File: config.mk
export PLATFORM = sky130hd
export DESIGN_NAME = cex_exec
export DESIGN_NICKNAME = d
export VERILOG_FILES = /design/src/hw/cex_pkg.sv /design/src/hw/cex_sync.sv /design/src/hw/cex_alu.sv /design/src/hw/cex_exec.sv
export SDC_FILE = /design/constraint.sdc
export NUM_CORES = 1
export LEC_CHECK = 0
export BUFFER_PORTS_ARGS = -buffer_cell sky130_fd_sc_hd__buf_2
export CAP_MARGIN = 25
export CORE_MARGIN = 5
export CORE_UTILIZATION = 35
export CTS_CLUSTER_DIAMETER = 80
export DETAILED_ROUTE_END_ITERATION = 6
export PLACE_DENSITY_LB_ADDON = 0.05
export SKIP_LAST_GASP = 1
export SYNTH_ARGS = -nofsm -noshare
export SYNTH_HDL_FRONTEND = slang
export SYNTH_SLANG_ARGS = --single-unit
File: constraint.sdc
create_clock -name i_ref_clk -period 5.2 [get_ports i_ref_clk]
set_input_delay 0 -clock i_ref_clk [delete_from_list [all_inputs] [get_ports i_ref_clk]]
set_output_delay 0 -clock i_ref_clk [all_outputs]
set_load 0.05 [all_outputs]
File: src/hw/cex_pkg.sv
// Package with constants, states and pin carrier of the execute sequencer.
package cex_pkg;

  // Machine cycle is eight clocks; phases are counted 0 to 7.
  localparam int         PH_W       = 3;
  localparam logic [2:0] PH_ZERO    = 3'h0;
  localparam logic [2:0] PH_ONE     = 3'h1;
  localparam logic [2:0] PH_TPF     = 3'h1;
  localparam logic [2:0] PH_RD      = 3'h1;
  localparam logic [2:0] PH_WR_FROM = 3'h4;
  localparam logic [2:0] PH_WR_TO   = 3'h6;
  localparam logic [2:0] PH_TPS     = 3'h6;
  localparam logic [2:0] PH_LAST    = 3'h7;

  // Opcode groups and selectors.
  localparam logic [3:0] GRP_IMM              = 4'hF;
  localparam logic [3:0] N_LOAD_IMMEDIATE     = 4'h8;
  localparam logic [3:0] N_OR_IMMEDIATE       = 4'h9;
  localparam logic [3:0] N_AND_IMMEDIATE      = 4'hA;
  localparam logic [3:0] N_XOR_IMMEDIATE      = 4'hB;
  localparam logic [3:0] N_ADD_IMMEDIATE      = 4'hC;
  localparam logic [3:0] N_SUB_FROM_IMMEDIATE = 4'hD;
  localparam logic [3:0] N_SHIFT_LEFT         = 4'hE;
  localparam logic [3:0] N_SUB_IMMEDIATE      = 4'hF;
  localparam logic [7:0] OP_IDLE              = 8'h00;

  // Register selectors and reset values.
  localparam logic [3:0]  PTR_DMA = 4'h0;
  localparam logic [3:0]  IRQ_P   = 4'h1;
  localparam logic [3:0]  IRQ_X   = 4'h2;
  localparam logic [15:0] INC     = 16'h0001;
  localparam logic [15:0] RF_RST  = 16'h0000;

  // State codes shown on the state output.
  localparam logic [1:0] SC_FETCH = 2'h0;
  localparam logic [1:0] SC_EXEC  = 2'h1;
  localparam logic [1:0] SC_DMA   = 2'h2;
  localparam logic [1:0] SC_IRQ   = 2'h3;

  typedef enum logic [2:0] {
    ST_INIT  = 3'h0,
    ST_FETCH = 3'h1,
    ST_EXEC  = 3'h3,
    ST_DMA   = 3'h2,
    ST_IRQ   = 3'h6
  } state_t;

  typedef struct packed {
    logic       clear_n;
    logic       wait_n;
    logic       dma_in_req;
    logic       dma_out_req;
    logic       irq_req;
    logic [7:0] data;
  } pins_t;

  // Pins at reset: clear asserted, wait released, so the sequencer starts in reset mode.
  localparam logic [12:0] PINS_RST = 13'h0800;

  function automatic logic [3:0] op_group(input logic [7:0] op);
    return op[7:4];
  endfunction : op_group

  function automatic logic [3:0] op_sel(input logic [7:0] op);
    return op[3:0];
  endfunction : op_sel

  function automatic logic [1:0] state_code(input state_t st);
    case (st)
      ST_FETCH: return SC_FETCH;
      ST_DMA:   return SC_DMA;
      ST_IRQ:   return SC_IRQ;
      default:  return SC_EXEC;
    endcase
  endfunction : state_code

endpackage : cex_pkg

File: src/hw/cex_sync.sv
// Two-flop synchroniser for asynchronous pin inputs.
module cex_sync #(
  parameter int           W       = 1,
  parameter logic [W-1:0] RST_VAL = '0
) (
  input  wire logic         i_ref_clk,
  input  wire logic         i_rst_n,
  input  wire logic [W-1:0] i_async,
  output logic      [W-1:0] o_sync
);

  logic [W-1:0] meta_reg;
  logic [W-1:0] sync_reg;

  always_ff @(posedge i_ref_clk or negedge i_rst_n)
  begin
    if (!i_rst_n)
    begin
      meta_reg <= RST_VAL;
      sync_reg <= RST_VAL;
    end
    else
    begin
      meta_reg <= i_async;
      sync_reg <= meta_reg;
    end
  end

  assign o_sync = sync_reg;

endmodule : cex_sync

File: src/hw/cex_alu.sv
// Immediate logic, add, subtract and left-shift unit for the accumulator.
module cex_alu (
  input  wire logic [3:0] i_sel,
  input  wire logic [7:0] i_acc,
  input  wire logic [7:0] i_mem,
  input  wire logic       i_carry,
  output logic      [7:0] o_res,
  output logic            o_carry
);

  function automatic logic [8:0] add9(input logic [7:0] a, input logic [7:0] b,
                                      input logic cin);
    return {1'b0, a} + {1'b0, b} + {8'h00, cin};
  endfunction : add9

  always_comb
  begin
    logic [8:0] sum;
    sum     = 9'h000;
    o_res   = i_acc;
    o_carry = i_carry;
    case (i_sel)
      cex_pkg::N_LOAD_IMMEDIATE: o_res = i_mem;
      cex_pkg::N_OR_IMMEDIATE:   o_res = i_mem | i_acc;
      cex_pkg::N_AND_IMMEDIATE:  o_res = i_mem & i_acc;
      cex_pkg::N_XOR_IMMEDIATE:  o_res = i_mem ^ i_acc;
      cex_pkg::N_ADD_IMMEDIATE:
      begin
        sum     = add9(i_mem, i_acc, 1'b0);
        o_res   = sum[7:0];
        o_carry = sum[8];
      end
      cex_pkg::N_SUB_FROM_IMMEDIATE:
      begin
        // Carry set means no borrow.
        sum     = add9(i_mem, ~i_acc, 1'b1);
        o_res   = sum[7:0];
        o_carry = sum[8];
      end
      cex_pkg::N_SUB_IMMEDIATE:
      begin
        sum     = add9(i_acc, ~i_mem, 1'b1);
        o_res   = sum[7:0];
        o_carry = sum[8];
      end
      cex_pkg::N_SHIFT_LEFT:
      begin
        o_res   = {i_acc[6:0], 1'b0};
        o_carry = i_acc[7];
      end
      default: ;
    endcase
  end

endmodule : cex_alu

File: src/hw/cex_exec.sv
// Execute-state sequencer: immediate ALU ops, shift, DMA, interrupt entry and load idle.
module cex_exec (
  input  wire logic        i_ref_clk,
  input  wire logic        i_rst_n,
  input  wire logic        i_clear_n,
  input  wire logic        i_wait_n,
  input  wire logic        i_dma_in_req,
  input  wire logic        i_dma_out_req,
  input  wire logic        i_irq_req,
  input  wire logic [7:0]  i_data,
  output logic      [15:0] o_addr,
  output logic             o_mem_read_n,
  output logic             o_mem_write_n,
  output logic             o_timing_pulse_first,
  output logic             o_timing_pulse_second,
  output logic      [1:0]  o_state_code,
  output logic      [7:0]  o_acc,
  output logic             o_carry_flag,
  output logic             o_irq_enable
);

  cex_pkg::pins_t             pin;
  cex_pkg::state_t            state_reg;
  cex_pkg::state_t            state_next;
  logic [cex_pkg::PH_W-1:0]   phase_reg;
  logic [cex_pkg::PH_W-1:0]   phase_next;
  logic [7:0]                 opc_reg;
  logic [7:0]                 opc_next;
  logic [7:0]                 acc_reg;
  logic [7:0]                 acc_next;
  logic                       carry_reg;
  logic                       carry_next;
  logic                       irq_en_reg;
  logic                       irq_en_next;
  logic [3:0]                 x_reg;
  logic [3:0]                 x_next;
  logic [3:0]                 p_reg;
  logic [3:0]                 p_next;
  logic [7:0]                 t_reg;
  logic [7:0]                 t_next;
  logic                       dir_in_reg;
  logic                       dir_in_next;
  logic [15:0]                rf_reg [16];
  logic                       rf_we;
  logic [3:0]                 rf_idx;
  logic [15:0]                rf_val;
  logic [15:0]                addr_reg;
  logic [15:0]                addr_next;
  logic                       rd_n_reg;
  logic                       rd_n_next;
  logic                       wr_n_reg;
  logic                       wr_n_next;
  logic                       tpf_reg;
  logic                       tpf_next;
  logic                       tps_reg;
  logic                       tps_next;
  logic [1:0]                 sc_reg;
  logic [1:0]                 sc_next;
  logic [7:0]                 alu_res;
  logic                       alu_carry;
  logic                       load_mode;
  logic                       clear_mode;
  logic                       advance;
  logic                       cyc_end;
  logic                       is_imm;
  logic                       is_shift;
  logic                       rd_cycle;
  logic                       wr_cycle;

  cex_sync #(
    .W       ($bits(cex_pkg::pins_t)),
    .RST_VAL (cex_pkg::PINS_RST)
  ) u_sync (
    .i_ref_clk (i_ref_clk),
    .i_rst_n   (i_rst_n),
    .i_async   ({i_clear_n, i_wait_n, i_dma_in_req, i_dma_out_req, i_irq_req, i_data}),
    .o_sync    (pin)
  );

  cex_alu u_alu (
    .i_sel   (cex_pkg::op_sel(opc_reg)),
    .i_acc   (acc_reg),
    .i_mem   (pin.data),
    .i_carry (carry_reg),
    .o_res   (alu_res),
    .o_carry (alu_carry)
  );

  assign load_mode  = !pin.clear_n && !pin.wait_n;
  assign clear_mode = !pin.clear_n && pin.wait_n;
  // Wait alone freezes the machine cycle; in load mode the cycle keeps running.
  assign advance    = pin.wait_n || load_mode;
  assign cyc_end    = advance && !clear_mode && (phase_reg == cex_pkg::PH_LAST);
  assign is_imm     = (cex_pkg::op_group(opc_reg) == cex_pkg::GRP_IMM) && opc_reg[3]
                      && (cex_pkg::op_sel(opc_reg) != cex_pkg::N_SHIFT_LEFT);
  assign is_shift   = (cex_pkg::op_group(opc_reg) == cex_pkg::GRP_IMM)
                      && (cex_pkg::op_sel(opc_reg) == cex_pkg::N_SHIFT_LEFT);

  // Address, strobe and pulse outputs for the current machine cycle.
  always_comb
  begin
    rd_cycle  = 1'b0;
    wr_cycle  = 1'b0;
    addr_next = rf_reg[cex_pkg::PTR_DMA];
    case (state_reg)
      cex_pkg::ST_FETCH:
      begin
        rd_cycle  = 1'b1;
        addr_next = rf_reg[p_reg];
      end
      cex_pkg::ST_EXEC:
        if (load_mode)
        begin
          rd_cycle  = 1'b1;
          addr_next = rf_reg[cex_pkg::PTR_DMA] - cex_pkg::INC;
        end
        else if (is_imm)
        begin
          rd_cycle  = 1'b1;
          addr_next = rf_reg[p_reg];
        end
        else if (is_shift)
          addr_next = rf_reg[p_reg];
      cex_pkg::ST_DMA:
      begin
        rd_cycle = !dir_in_reg;
        wr_cycle = dir_in_reg;
      end
      cex_pkg::ST_IRQ: addr_next = rf_reg[cex_pkg::op_sel(opc_reg)];
      default: ;
    endcase
    rd_n_next = !(rd_cycle && (phase_reg >= cex_pkg::PH_RD));
    wr_n_next = !(wr_cycle && (phase_reg >= cex_pkg::PH_WR_FROM)
                  && (phase_reg <= cex_pkg::PH_WR_TO));
    tpf_next  = advance && !clear_mode && (phase_reg == cex_pkg::PH_TPF)
                && (state_reg != cex_pkg::ST_INIT)
                && !(load_mode && (state_reg == cex_pkg::ST_EXEC));
    tps_next  = advance && !clear_mode && (phase_reg == cex_pkg::PH_TPS)
                && (state_reg != cex_pkg::ST_INIT);
    sc_next   = cex_pkg::state_code(state_reg);
  end

  // Clear-mode reset on every clock; sequencing and register updates at the end of each machine cycle.
  always_comb
  begin
    state_next  = state_reg;
    phase_next  = phase_reg;
    opc_next    = opc_reg;
    acc_next    = acc_reg;
    carry_next  = carry_reg;
    irq_en_next = irq_en_reg;
    x_next      = x_reg;
    p_next      = p_reg;
    t_next      = t_reg;
    dir_in_next = dir_in_reg;
    rf_we       = 1'b0;
    rf_idx      = cex_pkg::PTR_DMA;
    rf_val      = rf_reg[cex_pkg::PTR_DMA] + cex_pkg::INC;
    if (clear_mode)
    begin
      state_next = cex_pkg::ST_INIT;
      phase_next = cex_pkg::PH_ZERO;
      opc_next   = cex_pkg::OP_IDLE;
      x_next     = 4'h0;
      p_next     = 4'h0;
      rf_we      = 1'b1;
      rf_val     = cex_pkg::RF_RST;
    end
    else if (advance)
    begin
      phase_next = phase_reg + cex_pkg::PH_ONE;
      if (phase_reg == cex_pkg::PH_LAST)
      begin
        case (state_reg)
          cex_pkg::ST_INIT:
          begin
            irq_en_next = 1'b1;
            opc_next   = cex_pkg::OP_IDLE;
            state_next = cex_pkg::ST_EXEC;
          end
          cex_pkg::ST_FETCH:
          begin
            opc_next   = pin.data;
            rf_we      = 1'b1;
            rf_idx     = p_reg;
            rf_val     = rf_reg[p_reg] + cex_pkg::INC;
            state_next = cex_pkg::ST_EXEC;
          end
          cex_pkg::ST_EXEC:
            if (!load_mode && (is_imm || is_shift))
            begin
              acc_next   = alu_res;
              carry_next = alu_carry;
              rf_we      = is_imm;
              rf_idx     = p_reg;
              rf_val     = rf_reg[p_reg] + cex_pkg::INC;
            end
          cex_pkg::ST_DMA:
            rf_we = 1'b1;
          cex_pkg::ST_IRQ:
          begin
            t_next      = {x_reg, p_reg};
            irq_en_next = 1'b0;
            p_next  = cex_pkg::IRQ_P;
            x_next  = cex_pkg::IRQ_X;
          end
          default: state_next = cex_pkg::ST_INIT;
        endcase
        if ((state_reg != cex_pkg::ST_INIT) && (state_reg != cex_pkg::ST_FETCH))
        begin
          if (pin.dma_in_req)
          begin
            state_next  = cex_pkg::ST_DMA;
            dir_in_next = 1'b1;
          end
          else if (pin.dma_out_req)
          begin
            state_next  = cex_pkg::ST_DMA;
            dir_in_next = 1'b0;
          end
          else if (pin.irq_req && irq_en_next && !load_mode)
            state_next = cex_pkg::ST_IRQ;
          else if (load_mode || ((state_reg == cex_pkg::ST_EXEC)
                                 && (opc_reg == cex_pkg::OP_IDLE)))
            state_next = cex_pkg::ST_EXEC;
          else
            state_next = cex_pkg::ST_FETCH;
        end
      end
    end
  end

  always_ff @(posedge i_ref_clk or negedge i_rst_n)
  begin
    if (!i_rst_n)
    begin
      state_reg  <= cex_pkg::ST_INIT;
      phase_reg  <= cex_pkg::PH_ZERO;
      opc_reg    <= cex_pkg::OP_IDLE;
      acc_reg    <= 8'h00;
      carry_reg  <= 1'b0;
      irq_en_reg <= 1'b0;
      x_reg      <= 4'h0;
      p_reg      <= 4'h0;
      t_reg      <= 8'h00;
      dir_in_reg <= 1'b0;
      addr_reg   <= cex_pkg::RF_RST;
      rd_n_reg   <= 1'b1;
      wr_n_reg   <= 1'b1;
      tpf_reg    <= 1'b0;
      tps_reg    <= 1'b0;
      sc_reg     <= cex_pkg::SC_EXEC;
      for (int i = 0; i < 16; i++)
        rf_reg[i] <= cex_pkg::RF_RST;
    end
    else
    begin
      state_reg  <= state_next;
      phase_reg  <= phase_next;
      opc_reg    <= opc_next;
      acc_reg    <= acc_next;
      carry_reg  <= carry_next;
      irq_en_reg <= irq_en_next;
      x_reg      <= x_next;
      p_reg      <= p_next;
      t_reg      <= t_next;
      dir_in_reg <= dir_in_next;
      addr_reg   <= addr_next;
      rd_n_reg   <= rd_n_next;
      wr_n_reg   <= wr_n_next;
      tpf_reg    <= tpf_next;
      tps_reg    <= tps_next;
      sc_reg     <= sc_next;
      if (rf_we)
        rf_reg[rf_idx] <= rf_val;
    end
  end

  assign o_addr                = addr_reg;
  assign o_mem_read_n          = rd_n_reg;
  assign o_mem_write_n         = wr_n_reg;
  assign o_timing_pulse_first  = tpf_reg;
  assign o_timing_pulse_second = tps_reg;
  assign o_state_code          = sc_reg;
  assign o_acc                 = acc_reg;
  assign o_carry_flag          = carry_reg;
  assign o_irq_enable          = irq_en_reg;
endmodule : cex_exec

* Word-level counts from Yosys, hierarchy flattened
Index checks and enable logic that the tools add are counted.
** Operators by class
- Add/subtract/negate cells :: 9
- Multipliers :: 0
- Div/mod/pow operators :: 0
- $lt $le $gt $ge :: 7
- Equality and inequality tests :: 19
- Shift operators :: 0
- Mux-type cells :: 60
- Bitwise gates (word level) :: 9
- Reductions and logical operators :: 52
** Operators with widths (count)
- $bwmux W256 :: 1
- $mux W16 :: 12
- $bmux W16 S4 :: 2
- $demux W16 S4 :: 1
- $pmux W8 S8 :: 1
- $pmux W16 S3 :: 1
- $eq A4 B4 Y1 const B :: 9
- $add A16 B1 Y16 const B :: 2
- $mux W4 :: 8
- $pmux W16 S2 :: 1
- $add A8 B8 Y9 :: 3
- $mux W3 :: 9
- $mux W8 :: 3
- $logic_and A1 B1 Y1 :: 21
- $add A9 B1 Y9 const B :: 2
- $not A8 Y8 :: 2
- $pmux W8 S2 :: 1
- $sub A16 B1 Y16 const B :: 1
- $ge A5 B5 Y1 const B :: 3
- $not A4 Y5 :: 3
- $mux W1 :: 12
- $reduce_and A3 Y1 :: 4
- $reduce_and A6 Y1 :: 2
- $eq A3 B3 Y1 const B :: 3
- 31 further kinds :: 49
** Storage, ports and cells
- Bits in registers :: 333
- Latch bits :: 0
- Bits in writable memories :: 0
- ROM bits :: 0
- Input port bits :: 15
- Memories :: 0

* Longest topological paths before layout
- Depth in word-level cells :: 16
- Depth in mapped cells :: 12

* Cells and area by module
Synthesis repeated with hierarchy kept, for this count alone.
** Second synthesis, totals
- Cell total of the unflattened synthesis :: 802
- Area total of the unflattened synthesis :: 7317.0 µm²
** Modules (own cells, without submodules)
- cex_exec :: times used 1, cells an instance 532, area each 4882.2 µm², sequential area each 2005.7 µm²
- cex_alu :: times used 1, cells an instance 244, area each 1781.7 µm², sequential area each 0.0 µm²
- cex_sync :: times used 1, cells an instance 26, area each 653.1 µm², sequential area each 653.1 µm²

* Worst setup path before layout
OpenSTA, ideal clock, no wires.
- Path type :: reg2reg
- Start point :: register acc_reg[1], in the netlist o_acc[1]
- End point :: register acc_reg[7], in the netlist o_acc[7]
- Library setup time :: 0.124 ns
- Arrival time :: 2.514 ns
- Path slack :: 2.562 ns
- Stages on the path, launching flop included :: 9
- Path buffers :: 0
- Cells stage by stage :: dfrtp_1 inv_1 ha_1 a21o_1 a221o_1 o41ai_2 xor2_1 nor2_1 o31a_1
** On the way
- Longest elaborated chain between the ends :: 4
- Elaborated cells on any way between the ends :: 7
- Those cells by class :: add/sub (5); mux (1); bitwise (1)
** Ends and longest elaborated chain
- start: declaration :: RTL line cex_exec.sv:29 : logic [7:0] acc_reg;
- start signal: assignment :: RTL line cex_exec.sv:261 : acc_reg <= acc_next;
- $not A8 Y8 :: RTL line cex_alu.sv:36 : sum = add9(i_mem, ~i_acc, 1'b1);
- $add A8 B8 Y9 :: RTL line cex_alu.sv:13 : return {1'b0, a} + {1'b0, b} + {8'h00, cin};
- $add A9 B1 Y9 :: RTL line cex_alu.sv:13
- $pmux W8 S8 (*) :: RTL line cex_alu.sv:22 : case (i_sel)
Every way passes the cells marked *; elsewhere a longest branch is shown, timed or not.
A chain may end at the register's enable or synchronous reset.

* Worst setup path in the final report
- Start point :: register opc_reg[3]
- End point :: register rf_reg[236] (netlist name)
** On the way
- Longest elaborated chain between the ends :: 15
- Elaborated cells on any way between the ends :: 29
- Those cells by class :: order compare (2); eq/ne (2); mux (18); bitwise (1); reduce/logical (6)
** Ends and longest elaborated chain
- start: declaration :: RTL line cex_exec.sv:27 : logic [7:0] opc_reg;
- start signal: assignment :: RTL line cex_exec.sv:239 : opc_reg <= cex_pkg::OP_IDLE;
- start signal: assignment :: RTL line cex_exec.sv:260 : opc_reg <= opc_next;
- $ne A4 B4 Y1, or another cell as far along :: RTL line cex_exec.sv:95 : && (cex_pkg::op_sel(opc_reg) != cex_pkg::N_SHIFT_LEFT);
- $logic_and A1 B1 Y1, on equally long branches :: RTL line cex_exec.sv:95, cex_exec.sv:97
- $logic_or A1 B1 Y1 :: RTL line cex_exec.sv:190 : if (!load_mode && (is_imm || is_shift))
- $logic_and A1 B1 Y1 :: RTL line cex_exec.sv:190
- $mux W4 :: RTL line cex_exec.sv:190
- $pmux W4 S2 :: RTL line cex_exec.sv:174 : case (state_reg)
- $mux W4 :: RTL line cex_exec.sv:172 : if (phase_reg == cex_pkg::PH_LAST)
- $mux W4 :: RTL line cex_exec.sv:169 : else if (advance)
- $mux W4 :: RTL line cex_exec.sv:159 : if (clear_mode)
- $not A4 Y5 (implied by the code) :: RTL line cex_exec.sv:275 : rf_reg[rf_idx] <= rf_val;
- $ge A5 B5 Y1 (implied by the code) / $lt A5 B1 Y1 (equally long branches) :: RTL line cex_exec.sv:275
- $logic_and A1 B1 Y1 (implied by the code) :: RTL line cex_exec.sv:275
- $mux W16 (implied by the code) :: RTL line cex_exec.sv:275
- $demux W16 S4 :: RTL line cex_exec.sv:275
- $bwmux W256 :: RTL line cex_exec.sv:275
- end signal: indexed assignment :: RTL line cex_exec.sv:254 : rf_reg[i] <= cex_pkg::RF_RST;
- end signal: indexed assignment :: RTL line cex_exec.sv:275
- end: declaration :: RTL line cex_exec.sv:43 : logic [15:0] rf_reg [16];
Several ways; a longest one is shown, not always the timed one.

==> flow_metrics.tcl <==
set metrics [dict create \
    setup_violations 0 \
    grt_use_met2_pct 29.1 \
    hp-class "input pin to asynchronous set/reset pin" \
    port_buffers 46 \
    run_status "finished clean" \
    pin_count 47 \
    core-area_um2 21000 \
    clockBufferDepth 2 \
    rr_worst_depth 5 \
    top_usage_layer "met1" \
    endpoint_kind "flop" \
    via_count 6575 \
    power.leakage_nw 3.59 \
    cts_resized 0 \
    synth_edf_count 0 \
    cts_root_buffer "clkbuf_16" \
    grt_start_max_net_pins 67 \
    finClkSkew_ps 9.33 \
    final_common_cell "dfrtp_1" \
    drive_above_1_share_pct 12.8 \
    synth_area_um2 7490 \
    grt_usage_pct 19.7 \
    finalHoldViolations 0 \
    insertedDiodeCount 0 \
    postSynthAreaPerCell_um2 9.04 \
    period_minus_slack_ps 3080 \
    nNetsFinal 916 \
    wl_per_cell_um 20.9 \
    async_flop_share_pct 100 \
    crit_type "flop to flop" \
    required_ps 5440 \
    fp.dieH_um 156 \
    use_met1_pct 29.6 \
    drtAntennaViolNets 0 \
    synth.net_count 892 \
    avgViaCountPerCell 5.80 \
    cts_tree "built" \
    routed_wl_mm 23.7 \
    final_core_util_pct 39.2 \
    r2r_end "rf_reg[236]$_DFFE_PN0P_" \
    grt_pass1_vias 6559 \
    synth_flop_cell "dfrtp_1" \
    yosysWarningCount 0 \
    clkSlewWorstSetupHoldPaths_ps 80 \
    rsz0062_at_grt "no" \
    seq_area_frac_synth_pct 35.5 \
    dpl.hpwl_mm 17.2 \
    setup_tns_ps 0 \
    insertion_delay_ps 350 \
    worstPathArrival_ps 3320 \
    use_met3_pct 4.40 \
    htreeDepth 3 \
    die_w_um 156 \
    post_cts_buffers 0 \
    row_count 53 \
    syn2layout_area_growth_pct 10.0 \
    cts_sinks 106 \
    grt_antenna_before_repair 0 \
    worst-path-max-fanout 22 \
    worstMarginPinSlew_ps 1010 \
    firstDrtPassIters 5 \
    p_per_area_nw_per_um2 267 \
    crit_path_start "opc_reg[3]$_DFFE_PN0P_" \
    start_util_pct 35.7 \
    drtIter0Drc 697 \
    cp-start-kind "flop" \
    place_inst 1103 \
    slew_headroom_pct 32.0 \
    period_share_pct 59.2 \
    drc 0 \
    reg2reg_from "opc_reg[3]$_DFFE_PN0P_" \
    ys_seq_elements 106 \
    synth_cells 829 \
    slew_violations 0 \
    final_cell_mix "dfrtp_1, nand2_1, nor2_1" \
    yosysUniqueCellTypes 86 \
    maxCapViolCount 0 \
    largest_register_ffs 32 \
    pre_cts_ws_ps 2170 \
    gr-total-overflow 0 \
    cp-endpoint "rf_reg[236]$_DFFE_PN0P_" \
    grt_pass1_wl_mm 38.2 \
    gp_congestion 0.878 \
    worst_slack_ps 2120 \
    fmax_ghz 0.325 \
    irDropWorstVdd_uv 202 \
    numCtsBuffers 9 \
    dieArea_um2 24400 \
    ff2ff_setup_slack_ps 2120 \
    instances_no_fill 1133 \
]
## power by group
part	leakage [nW]	switching [mW]	internal (mW)	total (mW)
clock	0.140	0.344	0.335	0.679
combinational	2.06	0.387	0.172	0.559
sequential	1.39	0.0730	0.886	0.959
total	3.59	0.804	1.39	2.20
## what timing repair did
| action | CTS | global route |
|---|---|---|
| hold buffers | 14 | 0 |
| setup endpoints to repair | 0 | 0 |
| hold endpoints to repair | 53 | 0 |
## metrics by stage
step	hold WS (ps)	cell area [um^2]	power (mW)
after floorplan	-296	7490	1.36
after global placement	20.3	7820	1.52
after detailed placement	31.5	7820	1.52
after CTS	186	8250	2.22
after global routing	227	8250	2.32
final	153	8250	2.20
## synthesized netlist by cell type (all sizes together), types with 18 or more instances
cell	instances	area, um^2
a21oi	35	186
buf	34	221
clkbuf	18	68.8
dfrtp	101	2530
ha	45	563
inv	46	173
mux2i	21	210
nand2	69	262
nand3	30	168
nor2	67	259
nor3	26	140
o21ai	48	240
## cell families (layout without fill, tap and decap cells)
kind of cell    after synthesis  count (layout)  synth area share (%)
simple gates                292             292                  20.5
buf+inv                      98             127                  6.18
mux                          37              37                  5.21
flops                       106             106                  35.5
fa+ha+maj                    48              48                  8.31
compound gates              224             224                  21.5
xor+xnor                     24              24                  2.80
## worst max-delay path, stage by stage, from the launching register on
cell     delay [ps]
dfrtp_1         850
and4_1          420
a41o_1          270
nand3_2         160
nor3_2          850
mux2_2          420
## layer usage
| metal | wire length, um | vias to the layer above |
|---|---|---|
| met5 | 0 | - |
| met2 | 10200 | 268 |
| met1 | 11500 | 3205 |
| met3 | 1730 | 17 |
| met4 | 270 | 0 |
| li1 | - | 3085 |
## final cells by class
cell class / count / area, um^2
repair buffers: 65 / 410
inverters: 46 / 173
flip-flops and latches: 106 / 2660
multi-input cells: 625 / 4370
clock inverters: 7 / 61.3
well taps: 275 / 344
clock buffers: 9 / 225
fillers: 2136 / 12800
## worst min-delay path by stage
stage | depth (start not counted) | end | slack, ps
after floorplan | 0 | dir_in_reg$_DFFE_PN0P_ | -300
after global placement | 1 | o_acc[4]$_DFFE_PN0P_ | 20
after detailed placement | 1 | o_acc[4]$_DFFE_PN0P_ | 30
after CTS | 2 | o_acc[4]$_DFFE_PN0P_ | 190
after global routing | 2 | o_acc[4]$_DFFE_PN0P_ | 230
final | 2 | o_acc[4]$_DFFE_PN0P_ | 150
Power figures use the tool's default switching activity.
